**src/core/ssx_pkg.sv**
```systemverilog
/*
  Constants, modes and state types of the two-wire slave port.
  Assumes nothing; shared by all design files except ssx_sync.
*/
package ssx_pkg;
  localparam logic [3:0] MODE_S7    = 4'h6;
  localparam logic [3:0] MODE_S10   = 4'h7;
  localparam logic [3:0] MODE_LDMSK = 4'h9;
  localparam logic [3:0] MODE_FWM   = 4'hB;
  localparam logic [3:0] MODE_S7I   = 4'hE;
  localparam logic [3:0] MODE_S10I  = 4'hF;
  localparam logic [4:0] TEN_HI_PAT = 5'h1E;
  localparam logic [7:0] MASK_RST   = 8'hFF;
  localparam logic [7:0] ADDR_RST   = 8'h00;
  localparam logic [7:0] BYTE_RST   = 8'h00;
  localparam logic [3:0] RX_LAST    = 4'h8;
  localparam logic [3:0] TX_LAST    = 4'h7;
  localparam logic [3:0] CNT_RST    = 4'h0;
  localparam logic [3:0] CNT_ONE    = 4'h1;
  localparam logic       CKP_RST    = 1'h0;

  typedef enum logic [2:0] {
    S_IDLE = 3'b000,
    S_RX   = 3'b001,
    S_ACK  = 3'b010,
    S_TX   = 3'b011,
    S_MACK = 3'b100
  } ssx_state_t;

  typedef enum logic [1:0] {
    PH_A1   = 2'b00,
    PH_A2   = 2'b01,
    PH_DATA = 2'b10,
    PH_SKIP = 2'b11
  } ssx_phase_t;
endpackage

```
**src/core/ssx_sync.sv**
```systemverilog
/*
  Two-flop synchroniser for one line.
  Assumes an active-low asynchronous reset already released cleanly.
*/
`timescale 1ns/1ps
`default_nettype none
module ssx_sync #(
  parameter logic RST_VAL = 1'h1
) (
  input  wire logic clk,
  input  wire logic rst_n,
  input  wire logic d,
  output var  logic q
);
  logic meta_ff;

  always_ff @(posedge clk or negedge rst_n) begin
    if (!rst_n) begin
      meta_ff <= RST_VAL;
      q       <= RST_VAL;
    end else begin
      meta_ff <= d;
      q       <= meta_ff;
    end
  end
endmodule
`default_nettype wire

```
**src/core/ssx_addr_cmp.sv**
```systemverilog
/*
  Masked address comparator.
  Assumes all inputs are registered on the same clock.
*/
`timescale 1ns/1ps
`default_nettype none
module ssx_addr_cmp (
  input  wire logic [7:0] rx,
  input  wire logic [7:0] addr,
  input  wire logic [7:0] mask,
  input  wire logic       use_lsb,
  output var  logic       match
);
  logic [7:0] sel;

  always_comb begin
    // Bit 0 only counts for the low byte of a long address
    sel   = {mask[7:1], mask[0] & use_lsb};
    match = ((rx ^ addr) & sel) == ssx_pkg::BYTE_RST;
  end
endmodule
`default_nettype wire

```
**src/core/ssx_slave.sv**
```systemverilog
/*
  Two-wire slave port: 7/10-bit addressing, masking, receive, transmit,
  clock stretching, start/stop detection. Assumes CPU-side strobes are
  one-cycle pulses on REF_CLK; bus lines come from pins with pull-ups.
*/
// Behaviour
// RL1: Long address first byte is 11110, A9, A8, then write bit.
// RL2: Each long address byte sets irq, buffer-full, update-address; clock held.
// RL3: Writing address register clears update-address and releases clock.
// RL4: Reading the buffer clears buffer-full.
// RL5: Repeated start plus high byte with read sets full, clears release, stretches.
// RL6: Mask reachable only in mode 1001, through the address location.
// RL7: Zero mask bits exclude that address bit from matching.
// RL8: Mask resets to all ones.
// RL9: Matched write address loads buffer; unread before next byte gives overflow.
// RL10: Every byte raises irq and updates full, direction, data/address status.
// RL11: Read address match sets direction, acknowledges, then stretches clock.
// RL12: Buffer write sets full; setting release bit frees the clock.
// RL13: Transmit clears full at 8th fall, raises irq at 9th fall.
// RL14: After 8th fall data released; nack ends, ack stretches for next byte.
// RL15: Software clears irq before the next byte is sent.
// RL16: Clock stretched after long address bytes and while release bit clear.
// RL17: Start/stop seen bits clear on reset or disable, else follow conditions.
// RL18: Firmware master takes bus only after stop or when fully idle.
// RL19: Firmware master drives lines only low through the direction bit.
// RL20: Mode 1011 or event modes raise irq on start, stop and bytes.
// RL21: Stop condition raises irq so firmware sees the bus free.
// RL22: Arbitration checks belong to firmware; slave still answers if addressed.
// RL23: Full or overflow at byte end: no load, no ack, irq still set.
// RL24: Modes 0110, 0111, 1110, 1111 select slave width and event irqs.
// RL25: Clock held only after seen low; freed once release bit set.
// RL26: Lines are synchronised and edge-detected before any use.
`timescale 1ns/1ps
`default_nettype none
module ssx_slave (
  input  wire logic       REF_CLK,
  input  wire logic       RST_B,
  input  wire logic       SCL_I,
  input  wire logic       SDA_I,
  input  wire logic       SCL_DIR,
  input  wire logic       SDA_DIR,
  input  wire logic       PORT_EN,
  input  wire logic [3:0] MODE,
  input  wire logic       BUF_WR,
  input  wire logic [7:0] BUF_WDATA,
  input  wire logic       BUF_RD,
  input  wire logic       ADDR_WR,
  input  wire logic [7:0] ADDR_WDATA,
  input  wire logic       CKP_SET,
  input  wire logic       IRQ_CLR,
  input  wire logic       OV_CLR,
  output var  logic       SCL_O,
  output var  logic       SCL_OE_B,
  output var  logic       SDA_O,
  output var  logic       SDA_OE_B,
  output var  logic [7:0] BUF_RDATA,
  output var  logic [7:0] ADDR_RDATA,
  output var  logic       IRQ_FLAG,
  output var  logic       BUF_FULL,
  output var  logic       OVERFLOW,
  output var  logic       UPDATE_ADDR,
  output var  logic       CLK_RELEASE,
  output var  logic       DATA_NOT_ADDR,
  output var  logic       READ_DIR,
  output var  logic       START_SEEN,
  output var  logic       STOP_SEEN
);
  logic                 rst_meta_ff, rst_n_ff;
  logic                 scl_s, sda_s, scl_q_ff, sda_q_ff;
  logic                 scl_rise, scl_fall, start_det, stop_det;
  logic                 slave_on, ten, fwm, evt_mode, ld_mask;
  ssx_pkg::ssx_state_t  st_ff;
  ssx_pkg::ssx_phase_t  ph_ff, nxt_ph;
  logic [3:0]           cnt_ff;
  logic [7:0]           sr_ff, tx_ff, buf_ff, addr_ff, mask_ff;
  logic                 bf_ff, ov_ff, ua_ff, ckp_ff, irq_ff, da_ff, rw_ff, s_ff, p_ff;
  logic                 ack_ff, nack_ff, hit10_ff, hold_ff, mask_touched_ff, pin_lo_ff;
  logic                 m7, m10lo, hi_ok, room, byte_end, load;
  logic                 hit, go_rd, set_ua, hit10_set, is_data, nxt_hold, sda_drv;

  // Reset release through two flops
  always_ff @(posedge REF_CLK or negedge RST_B) begin
    if (!RST_B) begin
      rst_meta_ff <= 1'h0;
      rst_n_ff    <= 1'h0;
    end else begin
      rst_meta_ff <= 1'h1;
      rst_n_ff    <= rst_meta_ff;
    end
  end

  ssx_sync #(.RST_VAL(1'h1)) u_scl_sync (.clk(REF_CLK), .rst_n(rst_n_ff), .d(SCL_I), .q(scl_s)); // RL26
  ssx_sync #(.RST_VAL(1'h1)) u_sda_sync (.clk(REF_CLK), .rst_n(rst_n_ff), .d(SDA_I), .q(sda_s)); // RL26

  always_ff @(posedge REF_CLK or negedge rst_n_ff) begin
    if (!rst_n_ff) begin
      scl_q_ff <= 1'h1;
      sda_q_ff <= 1'h1;
    end else begin
      scl_q_ff <= scl_s;
      sda_q_ff <= sda_s;
    end
  end

  ssx_addr_cmp u_cmp7  (.rx(sr_ff), .addr(addr_ff), .mask(mask_ff), .use_lsb(1'h0), .match(m7));    // RL7
  ssx_addr_cmp u_cmp10 (.rx(sr_ff), .addr(addr_ff), .mask(mask_ff), .use_lsb(1'h1), .match(m10lo)); // RL7

  always_comb begin
    scl_rise  = scl_s & ~scl_q_ff;                                   // RL26
    scl_fall  = ~scl_s & scl_q_ff;                                   // RL26
    start_det = scl_s & scl_q_ff & ~sda_s & sda_q_ff;
    stop_det  = scl_s & scl_q_ff & sda_s & ~sda_q_ff;
    ten       = (MODE == ssx_pkg::MODE_S10) | (MODE == ssx_pkg::MODE_S10I); // RL24
    slave_on  = PORT_EN & (ten | (MODE == ssx_pkg::MODE_S7) | (MODE == ssx_pkg::MODE_S7I)); // RL24
    fwm       = PORT_EN & (MODE == ssx_pkg::MODE_FWM);
    evt_mode  = fwm | (MODE == ssx_pkg::MODE_S7I) | (MODE == ssx_pkg::MODE_S10I); // RL20
    ld_mask   = MODE == ssx_pkg::MODE_LDMSK;
    hi_ok     = (sr_ff[7:3] == ssx_pkg::TEN_HI_PAT) & (sr_ff[2:1] == addr_ff[2:1]); // RL1
    room      = ~bf_ff & ~ov_ff;
    byte_end  = (st_ff == ssx_pkg::S_RX) & scl_fall & (cnt_ff == ssx_pkg::RX_LAST);
  end

  // Address decision at the 8th falling edge
  always_comb begin
    hit       = 1'h0;
    go_rd     = 1'h0;
    set_ua    = 1'h0;
    hit10_set = 1'h0;
    is_data   = 1'h0;
    nxt_ph    = ph_ff;
    if (slave_on) begin
      unique case (ph_ff)
        ssx_pkg::PH_DATA: begin
          hit     = 1'h1;
          is_data = 1'h1;
        end
        ssx_pkg::PH_A1: begin
          if (!ten && m7) begin
            hit    = 1'h1;
            go_rd  = sr_ff[0];
            nxt_ph = ssx_pkg::PH_DATA;
          end else if (ten && hi_ok && !sr_ff[0]) begin // RL1
            hit    = 1'h1;
            set_ua = 1'h1;
            nxt_ph = ssx_pkg::PH_A2;
          end else if (ten && hi_ok && hit10_ff) begin // RL5
            hit    = 1'h1;
            go_rd  = 1'h1;
            nxt_ph = ssx_pkg::PH_DATA;
          end
        end
        ssx_pkg::PH_A2: begin
          if (m10lo) begin
            hit       = 1'h1;
            set_ua    = 1'h1;
            hit10_set = 1'h1;
            nxt_ph    = ssx_pkg::PH_DATA;
          end
        end
        ssx_pkg::PH_SKIP: begin
        end
      endcase
    end
    if (!hit) nxt_ph = ssx_pkg::PH_SKIP;
    load = byte_end & hit & room; // RL23
  end

  // Bus sequence
  always_ff @(posedge REF_CLK or negedge rst_n_ff) begin
    if (!rst_n_ff) begin
      st_ff  <= ssx_pkg::S_IDLE;
      ph_ff  <= ssx_pkg::PH_SKIP;
      cnt_ff <= ssx_pkg::CNT_RST;
    end else if (!PORT_EN) begin
      st_ff <= ssx_pkg::S_IDLE;
      ph_ff <= ssx_pkg::PH_SKIP;
    end else if (start_det) begin
      st_ff  <= ssx_pkg::S_RX;
      ph_ff  <= ssx_pkg::PH_A1;
      cnt_ff <= ssx_pkg::CNT_RST;
    end else if (stop_det) begin
      st_ff <= ssx_pkg::S_IDLE;
    end else begin
      unique case (st_ff)
        ssx_pkg::S_IDLE: begin
        end
        ssx_pkg::S_RX: begin
          if (scl_rise) cnt_ff <= cnt_ff + ssx_pkg::CNT_ONE;
          if (byte_end) begin
            st_ff <= (hit | fwm) ? ssx_pkg::S_ACK : ssx_pkg::S_IDLE;
            ph_ff <= nxt_ph;
          end
        end
        ssx_pkg::S_ACK: begin
          if (scl_fall) begin
            st_ff  <= (rw_ff & slave_on) ? ssx_pkg::S_TX : ssx_pkg::S_RX;
            cnt_ff <= ssx_pkg::CNT_RST;
          end
        end
        ssx_pkg::S_TX: begin
          if (scl_fall) begin
            cnt_ff <= cnt_ff + ssx_pkg::CNT_ONE;
            if (cnt_ff == ssx_pkg::TX_LAST) st_ff <= ssx_pkg::S_MACK; // RL14
          end
        end
        ssx_pkg::S_MACK: begin
          if (scl_fall) begin
            st_ff  <= nack_ff ? ssx_pkg::S_IDLE : ssx_pkg::S_TX; // RL14
            cnt_ff <= ssx_pkg::CNT_RST;
          end
        end
        default: st_ff <= ssx_pkg::S_IDLE;
      endcase
    end
  end

  // Shift paths and buffer
  always_ff @(posedge REF_CLK or negedge rst_n_ff) begin
    if (!rst_n_ff) begin
      sr_ff   <= ssx_pkg::BYTE_RST;
      tx_ff   <= ssx_pkg::BYTE_RST;
      buf_ff  <= ssx_pkg::BYTE_RST;
      ack_ff  <= 1'h0;
      nack_ff <= 1'h1;
    end else begin
      if (st_ff == ssx_pkg::S_RX && scl_rise) sr_ff <= {sr_ff[6:0], sda_s};
      if (BUF_WR) tx_ff <= BUF_WDATA;
      else if (st_ff == ssx_pkg::S_TX && scl_fall) tx_ff <= {tx_ff[6:0], 1'h0};
      if (load) buf_ff <= sr_ff;        // RL9
      else if (BUF_WR) buf_ff <= BUF_WDATA;
      if (byte_end) ack_ff <= hit & room; // RL23
      if (st_ff == ssx_pkg::S_MACK && scl_rise) nack_ff <= sda_s;
    end
  end

  // Status flags: hardware set wins over software clear
  always_ff @(posedge REF_CLK or negedge rst_n_ff) begin
    if (!rst_n_ff) begin
      bf_ff    <= 1'h0;
      ov_ff    <= 1'h0;
      ua_ff    <= 1'h0;
      da_ff    <= 1'h0;
      rw_ff    <= 1'h0;
      hit10_ff <= 1'h0;
    end else begin
      if (load || (BUF_WR && rw_ff)) bf_ff <= 1'h1;                       // RL2 RL5 RL12
      else if (BUF_RD) bf_ff <= 1'h0;                                     // RL4
      else if (st_ff == ssx_pkg::S_TX && scl_fall && cnt_ff == ssx_pkg::TX_LAST) bf_ff <= 1'h0; // RL13
      if (byte_end && hit && bf_ff && !rw_ff) ov_ff <= 1'h1;             // RL9
      else if (OV_CLR) ov_ff <= 1'h0;
      if (byte_end && set_ua) ua_ff <= 1'h1;                             // RL2
      else if (ADDR_WR && !ld_mask) ua_ff <= 1'h0;                       // RL3
      if (byte_end && hit) da_ff <= is_data;                             // RL10
      if (start_det || stop_det || !PORT_EN) rw_ff <= 1'h0;
      else if (byte_end && hit && !is_data) rw_ff <= go_rd;              // RL11
      if (stop_det || !PORT_EN) hit10_ff <= 1'h0;
      else if (byte_end && hit10_set) hit10_ff <= 1'h1;
    end
  end

  // Interrupt, release bit, start/stop seen
  always_ff @(posedge REF_CLK or negedge rst_n_ff) begin
    if (!rst_n_ff) begin
      irq_ff <= 1'h0;
      ckp_ff <= ssx_pkg::CKP_RST;
      s_ff   <= 1'h0;
      p_ff   <= 1'h0;
    end else begin
      // Ninth fall of every byte, transmit included
      if (PORT_EN && scl_fall && (st_ff == ssx_pkg::S_ACK || st_ff == ssx_pkg::S_MACK)) irq_ff <= 1'h1; // RL10 RL13
      else if (evt_mode && stop_det) irq_ff <= 1'h1;                         // RL20 RL21
      else if (evt_mode && start_det) irq_ff <= 1'h1;                        // RL20
      else if (IRQ_CLR) irq_ff <= 1'h0;
      // Hardware clear wins so a release never skips a stretch
      if (PORT_EN && scl_fall && ((st_ff == ssx_pkg::S_ACK && rw_ff) ||
          (st_ff == ssx_pkg::S_MACK && !nack_ff))) ckp_ff <= 1'h0;          // RL5 RL11 RL14
      else if (CKP_SET) ckp_ff <= 1'h1;                                      // RL12
      if (!PORT_EN) begin
        s_ff <= 1'h0;                                                        // RL17
        p_ff <= 1'h0;
      end else if (start_det) begin
        s_ff <= 1'h1;
        p_ff <= 1'h0;
      end else if (stop_det) begin
        s_ff <= 1'h0;
        p_ff <= 1'h1;
      end
    end
  end

  // Address and mask share one location
  always_ff @(posedge REF_CLK or negedge rst_n_ff) begin
    if (!rst_n_ff) begin
      addr_ff         <= ssx_pkg::ADDR_RST;
      mask_ff         <= ssx_pkg::MASK_RST; // RL8
      mask_touched_ff <= 1'h0;
    end else if (ADDR_WR) begin
      if (ld_mask) begin
        mask_ff         <= ADDR_WDATA;      // RL6
        mask_touched_ff <= 1'h1;
      end else begin
        addr_ff <= ADDR_WDATA;
      end
    end
  end

  // Stretch only once the line is seen low
  always_comb begin
    // Address stretch waits until the ack pulse is over
    nxt_hold = slave_on & ((ua_ff & (st_ff != ssx_pkg::S_ACK)) | ~ckp_ff) & (hold_ff | ~scl_s); // RL16 RL25
    sda_drv  = PORT_EN & (((st_ff == ssx_pkg::S_ACK) & ack_ff) | ((st_ff == ssx_pkg::S_TX) & ~tx_ff[7]));
  end

  always_ff @(posedge REF_CLK or negedge rst_n_ff) begin
    if (!rst_n_ff) begin
      hold_ff    <= 1'h0;
      pin_lo_ff  <= 1'h0;
      SCL_OE_B   <= 1'h1;
      SDA_OE_B   <= 1'h1;
      ADDR_RDATA <= ssx_pkg::ADDR_RST;
    end else begin
      hold_ff    <= nxt_hold;
      pin_lo_ff  <= 1'h0;
      SCL_OE_B   <= SCL_DIR & ~nxt_hold;   // RL19
      SDA_OE_B   <= SDA_DIR & ~sda_drv;    // RL19
      ADDR_RDATA <= ld_mask ? mask_ff : addr_ff;
    end
  end

  always_comb begin
    SCL_O         = pin_lo_ff;
    SDA_O         = pin_lo_ff;
    BUF_RDATA     = buf_ff;
    IRQ_FLAG      = irq_ff;
    BUF_FULL      = bf_ff;
    OVERFLOW      = ov_ff;
    UPDATE_ADDR   = ua_ff;
    CLK_RELEASE   = ckp_ff;
    DATA_NOT_ADDR = da_ff;
    READ_DIR      = rw_ff;
    START_SEEN    = s_ff;
    STOP_SEEN     = p_ff;
  end
endmodule
`default_nettype wire

```
**config.mk**
```make
export PLATFORM = sky130hd
export DESIGN_NAME = ssx_slave
export DESIGN_NICKNAME = d
export VERILOG_FILES = /design/src/core/ssx_pkg.sv /design/src/core/ssx_sync.sv /design/src/core/ssx_addr_cmp.sv /design/src/core/ssx_slave.sv
export SDC_FILE = /design/constraint.sdc
export NUM_CORES = 1
export LEC_CHECK = 0
export BUFFER_PORTS_ARGS = -buffer_cell sky130_fd_sc_hd__buf_2
export CELL_PAD_IN_SITES_DETAIL_PLACEMENT = 0
export CELL_PAD_IN_SITES_GLOBAL_PLACEMENT = 2
export CORE_ASPECT_RATIO = 0.6
export CORE_MARGIN = 3
export CORE_UTILIZATION = 37
export DETAILED_ROUTE_END_ITERATION = 10
export PLACE_DENSITY_LB_ADDON = 0.08
export SLEW_MARGIN = 10
export SYNTH_ARGS = -nofsm -noshare
export SYNTH_HDL_FRONTEND = slang
export SYNTH_SLANG_ARGS = --single-unit
```
**constraint.sdc**
```tcl
create_clock -name REF_CLK -period 3.2 [get_ports REF_CLK]
set_input_delay 0.8 -clock REF_CLK [delete_from_list [all_inputs] [get_ports REF_CLK]]
set_output_delay 0.8 -clock REF_CLK [all_outputs]
set_load 0.05 [all_outputs]
```
==> metrics, run 1 <==
run status finished clean; layout cells sized above 1 37.9%; Vias 2695; min Tclk post-route 2.34 ns; MaxCap Viol Count 0; starting density of the core 38.4%; Final nets 431; post-synthesis instance area 3820 um^2; Seq/Total Area, Yosys 53.0%; global-route wire length before repair 15.1 mm; CTS HTree Levels 3; post_cts resized 0; Primary FF master, synth dfrtp_1; met2 usage 21.4%; Unique masters post-synth 62; adder-cell share of the synthesized area 0.654%; met3 GRT Util 4.43%; crit path capture type register; Yosys warning count 0; Clock Tree Root clkbuf_16; hold slack 0.235 ns; Synth Register Bits 80; Area Overhead vs Synth 19.2%; TritonCTS clock tree built; Max FO, Critical Path 15; IO Pins 62; Peak VDD IR 349 uV; clock-pin slew on the worst setup and hold paths 0.06 ns; RSZ-0062 raised after global routing false; Antenna Diode Count 0; final instance area 4560 um^2; Post-synth EDFFs 0; Longest Clk Path Bufs 2; Hold Fails Final Rpt 0; Final ANT Viol Nets 0; GRT overflow 0; largest family of logic cells by synthesized area multiplexers; core area 9950 um^2; largest net degree at the start of global routing 79; TritonCTS Buffers 9; clock latency at the later pin of the worst-skew pair 0.34 ns; drt total wl 9.08 mm; DP Area 4250 um^2; Final Max Tran Viols 0; CP Class reg -> reg; Row Count 28; Synth Instances 334; Die ar. 11600 um^2; number of setup buffers added after CTS 0; Vias/cell 5.03; FFs w/ async S/R, synth 100%; pwr/cell area 627 nW/um^2; most frequent cells in the layout 60 x dfrtp_1, 59 x buf_2, 41 x mux2_2; simple-gate share of the synthesized area 12.7%; CP arrival 2.57 ns; CTS sink cnt 80; Iter 0 DRT Violations 189; initial antenna violation count 0; commonest non-fill, non-tap cell in the layout dfrtp_1; Critical Path RT 3.42 ns; Placer Congestion 0.823; r2r setup slk 0.86 ns; grt met1 use 27.5%; number of global-route vias before repair 2739; reg2reg end BUF_RDATA[3]; worst min path class in -> async; post-synthesis compound-gate area fraction 12.9%; critical path launch point type register; DIE WIDTH 137 um; Achievable Freq 0.427 GHz; Port Buffers 59; worst reg2reg path depth 6; post-synthesis mux area share 14.4%; drt first pass iters 4; drt wl/cell 16.9 um; DP HPWL 6.60 mm; final worst-path cycle share 73.2%; Leak 2.09 nW; Tightest Pin Transition 0.993 ns; # hold bufs at CTS 0; post-synthesis xor/xnor area fraction 2.29%; GRT Total Usage 17.0%; grt peak-use layer met1; final setup violation count 0; detailed-route DRC error count 0; chip height 84.8 um; Setup TNS 0 ns; Setup Skew 0.00595 ns; syn_area_per_cell 11.5 um^2; reg2reg start st_ff[0]; Rel. slew slack 33.8%
==> kinds of logic after synthesis <==
group / Yosys count
flops: 80
fa+ha+maj: 2
other cells: 2
xor+xnor: 10
mux: 50
buf+inv: 34
compound gates: 69
simple gates: 87
==> registers in the layout, indices dropped and copies added (netlist names), 2 cells and up <==
name        cells
sr_ff           8
cnt_ff          4
addr_ff         8
st_ff           3
tx_ff           8
ph_ff           2
mask_ff         8
ADDR_RDATA      8
BUF_RDATA       8
==> Yosys cell counts (3+ instances only) <==
cell type | number | area share (%)
mux2_2 | 41 | 12
dfrtp_1 | 61 | 40
nand2_1 | 31 | 3.0
nand2b_1 | 5 | 0.82
a31oi_1 | 5 | 0.82
nor2b_1 | 5 | 0.82
nand3_1 | 5 | 0.65
clkbuf_1 | 6 | 0.59
inv_1 | 22 | 2.2
nor2_1 | 8 | 0.79
nor3_1 | 5 | 0.65
dfstp_2 | 19 | 13
mux2i_1 | 9 | 2.4
xor2_1 | 8 | 1.8
and3_1 | 3 | 0.49
a21oi_1 | 8 | 1.0
o21ai_0 | 29 | 3.8
nand3b_1 | 4 | 0.79
==> area by class of cell <==
class | instances | area, um^2
Fill cell | 939 | 5390
Sequential cell | 80 | 2030
Multi-Input combinational cell | 221 | 1650
Timing Repair Buffer | 62 | 318
Clock buffer | 10 | 239
Tap cell | 135 | 169
Inverter | 22 | 82.6
Clock inverter | 6 | 67.6
==> stage by stage <==
| stage | util (%) | std cells | total power [mW] | setup WS [ns] |
|---|---|---|---|---|
| 2_1_floorplan | - | 335 | 1.67 | 0.840 |
| 3_3_place_gp | 42.7 | 520 | 1.83 | 0.615 |
| 3_5_place_dp | 42.7 | 520 | 1.84 | 0.576 |
| 4_1_cts | 45.8 | 536 | 2.90 | 0.879 |
| 5_1_grt | 45.8 | 536 | 3.03 | 0.669 |
| 6_report | 45.8 | 536 | 2.86 | 0.857 |
==> critical path, cell delays in order, from the launching register on <==
cell and delay, ns:
dfrtp_1 0.65, nor3b_2 0.30, nand3_2 0.18, or2_1 0.30, nor3_1 0.27, a32oi_4 0.18, mux2_2 0.34
==> power breakdown <==
group	switching [mW]	internal (mW)	total (mW)
Combinational	0.273	0.204	0.477
Sequential	0.170	1.17	1.34
Clock	0.416	0.628	1.04
Total	0.859	2.00	2.86
==> worst max-delay path by stage <==
stage,start,end
after floorplan,rst_n_ff,ADDR_RDATA[0]
after global placement,MODE[2],BUF_RDATA[2]
after detailed placement,MODE[2],BUF_RDATA[3]
after CTS,st_ff[0],BUF_RDATA[5]
after global routing,sr_ff[1],BUF_RDATA[3]
final,st_ff[0],BUF_RDATA[3]
==> routing by layer <==
| layer | share of wire (%) | routed length (um) |
|---|---|---|
| met5 | 0 | 0 |
| met4 | 1.4 | 129 |
| met3 | 5.2 | 475 |
| met2 | 38 | 3480 |
| met1 | 55 | 5000 |
(Power assumes the default switching activity.)
==> run 2: changes to the inputs <==
--- a/config.mk
+++ b/config.mk
@@ -10,7 +10,7 @@
 export CELL_PAD_IN_SITES_GLOBAL_PLACEMENT = 2
 export CORE_ASPECT_RATIO = 0.6
 export CORE_MARGIN = 3
-export CORE_UTILIZATION = 37
+export CORE_UTILIZATION = 33
 export DETAILED_ROUTE_END_ITERATION = 10
 export PLACE_DENSITY_LB_ADDON = 0.08
 export SLEW_MARGIN = 10
==> constraint.sdc (replaced) <==
create_clock -name REF_CLK -period 1.9 [get_ports REF_CLK]
set_input_delay 0.475 -clock REF_CLK [delete_from_list [all_inputs] [get_ports REF_CLK]]
set_output_delay 0.475 -clock REF_CLK [all_outputs]
set_load 0.05 [all_outputs]
==> run 2 against run 1 <==
  * The flow now finishes with violations (negative setup slack)
  * Setup slack lost 1.0 ns
  * Wire length grew 13%
  * First-iteration DRC count grew 44%
  * Design area grew 14%
  * Die area grew 11%
  * Combinational power grew 150%
  * Critical endpoint unchanged
  * Largest power group unchanged
==> metrics, run 2 (synthesis results as in run 1) <==
run status finished with violations; violated checks negative setup slack; Peak VDD IR 460 uV; Tightest Pin Transition 0.581 ns; reg2reg start addr_ff[1]; TritonCTS Buffers 9; DP HPWL 7.91 mm; pre-CTS setup slack -0.198 ns; Longest Clk Path Bufs 2; Setup TNS -2.23 ns; CP arrival 2.31 ns; drt first pass iters 4; Final nets 499; GRT Total Usage 16.6%; Final ANT Viol Nets 0; Iter 0 DRT Violations 272; Port Buffers 59; DIE WIDTH 145 um; Max FO, Critical Path 5; initial antenna violation count 0; clock-pin slew on the worst setup and hold paths 0.06 ns; r2r setup slk -0.19 ns; CTS HTree Levels 3; GRT overflow 0; Vias 2933; RSZ-0062 raised after global routing true; Setup Skew 0.00692 ns; Antenna Diode Count 0; storage element area 2030 um^2; CTS sink cnt 80; final instance area 5180 um^2; final setup violation count 18; critical path launch point type register; Achievable Freq 0.479 GHz; pwr/cell area 946 nW/um^2; Placer Congestion 0.853; area of the multi-input gates 1740 um^2; commonest non-fill, non-tap cell in the layout buf_4; CP Class reg -> reg; core area 10900 um^2; chip height 89.4 um; Die ar. 13000 um^2; layout cells sized above 1 48.6%; largest net degree at the start of global routing 35; Hold Fails Final Rpt 0; drt wl/cell 16.5 um; IO Pins 62; crit path capture type register; drt total wl 10.3 mm; TritonCTS clock tree built; DP Area 4730 um^2; number of global-route vias before repair 2920; detailed-route DRC error count 0; final worst-path cycle share 110%; most frequent cells in the layout 61 x buf_4, 60 x dfrtp_1, 59 x buf_2; Critical Path RT 2.12 ns; Rel. slew slack 61.0%; global-route wire length before repair 16.6 mm; Row Count 29; Final Max Tran Viols 0; Critical path origin addr_ff[1]; MaxCap Viol Count 0; hold wc startpoint SCL_I; starting density of the core 35.0%; Tot Pwr 4.90 mW; Area Overhead vs Synth 35.5%; Fillers 1037; Final WS setup -0.188 ns; worst min path class in -> reg; min Tclk post-route 2.09 ns; clock latency at the later pin of the worst-skew pair 0.33 ns; Leak 2.44 nW; Vias/cell 4.70; Clock Tree Root clkbuf_16
==> run 2: cell count changes in the layout (fill, tap and decap cells not counted), sizes merged <==
cell	previous run	this run
a32oi	2	3
inv	23	22
buf	62	128
clkbuf	10	13
clkinv	2	1
bufinv	1	0
dlygate4sd3	0	1
==> run 2: layer usage <==
| layer | part of all wire [%] | up-vias | wire length (um) | GRT usage, % |
|---|---|---|---|---|
| li1 | - | 1445 | - | - |
| met5 | 0 | - | 0 | 0 |
| met4 | 0.86 | 0 | 88 | 4.66 |
| met1 | 56 | 1413 | 5760 | 26.5 |
| met3 | 5.9 | 9 | 601 | 4.31 |
| met2 | 37 | 66 | 3820 | 21.5 |
==> run 2: final timing paths <==
path                                            to  cells past startpoint
min in group asynchronous             BUF_RDATA[5]                      0
worst min-delay path            u_scl_sync.meta_ff                      1
worst max-delay path                  BUF_RDATA[3]                      7
worst min register to register        BUF_RDATA[5]                      0
worst max register to register        BUF_RDATA[3]                      7
max in group asynchronous                 sda_q_ff                      1
==> run 2: cell type report <==
cell class	count	area share, %
repair buffers	129	16.6
well taps	155	3.74
clock inverters	3	0.386
clock buffers	13	4.83
flip-flops and latches	80	39.2
inverters	22	1.59
multi-input cells	222	33.6
==> run 2: worst max-delay path, stage by stage (launching register included) <==
cell	delay, ns
dfrtp_1	0.38
xor2_1	0.18
a222oi_1	0.37
nand3_2	0.21
a211oi_4	0.25
buf_6	0.16
a32oi_2	0.10
mux2_2	0.32
==> run 2: metrics by stage <==
step / hold WS (ns) / util (%) / cells
final: 0.242 / 47.4 / 624
after global routing: 0.224 / 47.4 / 624
after CTS: 0.224 / 46.3 / 619
after detailed placement: 0.266 / 43.3 / 599
after global placement: 0.260 / 43.3 / 599
after floorplan: 0.179 / - / 335
==> run 2: report_power, final <==
group          switching [mW]  internal (mW)  total, mW
clock                   0.654          0.919       1.57
sequential              0.190           1.97       2.16
combinational           0.627          0.542       1.17
==> run 2: what timing repair did <==
action / CTS / global route
gates resized for setup: 8 / 20
buffers inserted: 3 / 5
hold buffers: 1 / 0
gates cloned: 0 / 1
endpoints found under the setup margin: 19 / 22
pin swaps: 6 / 12
hold endpoints to repair: 2 / 0
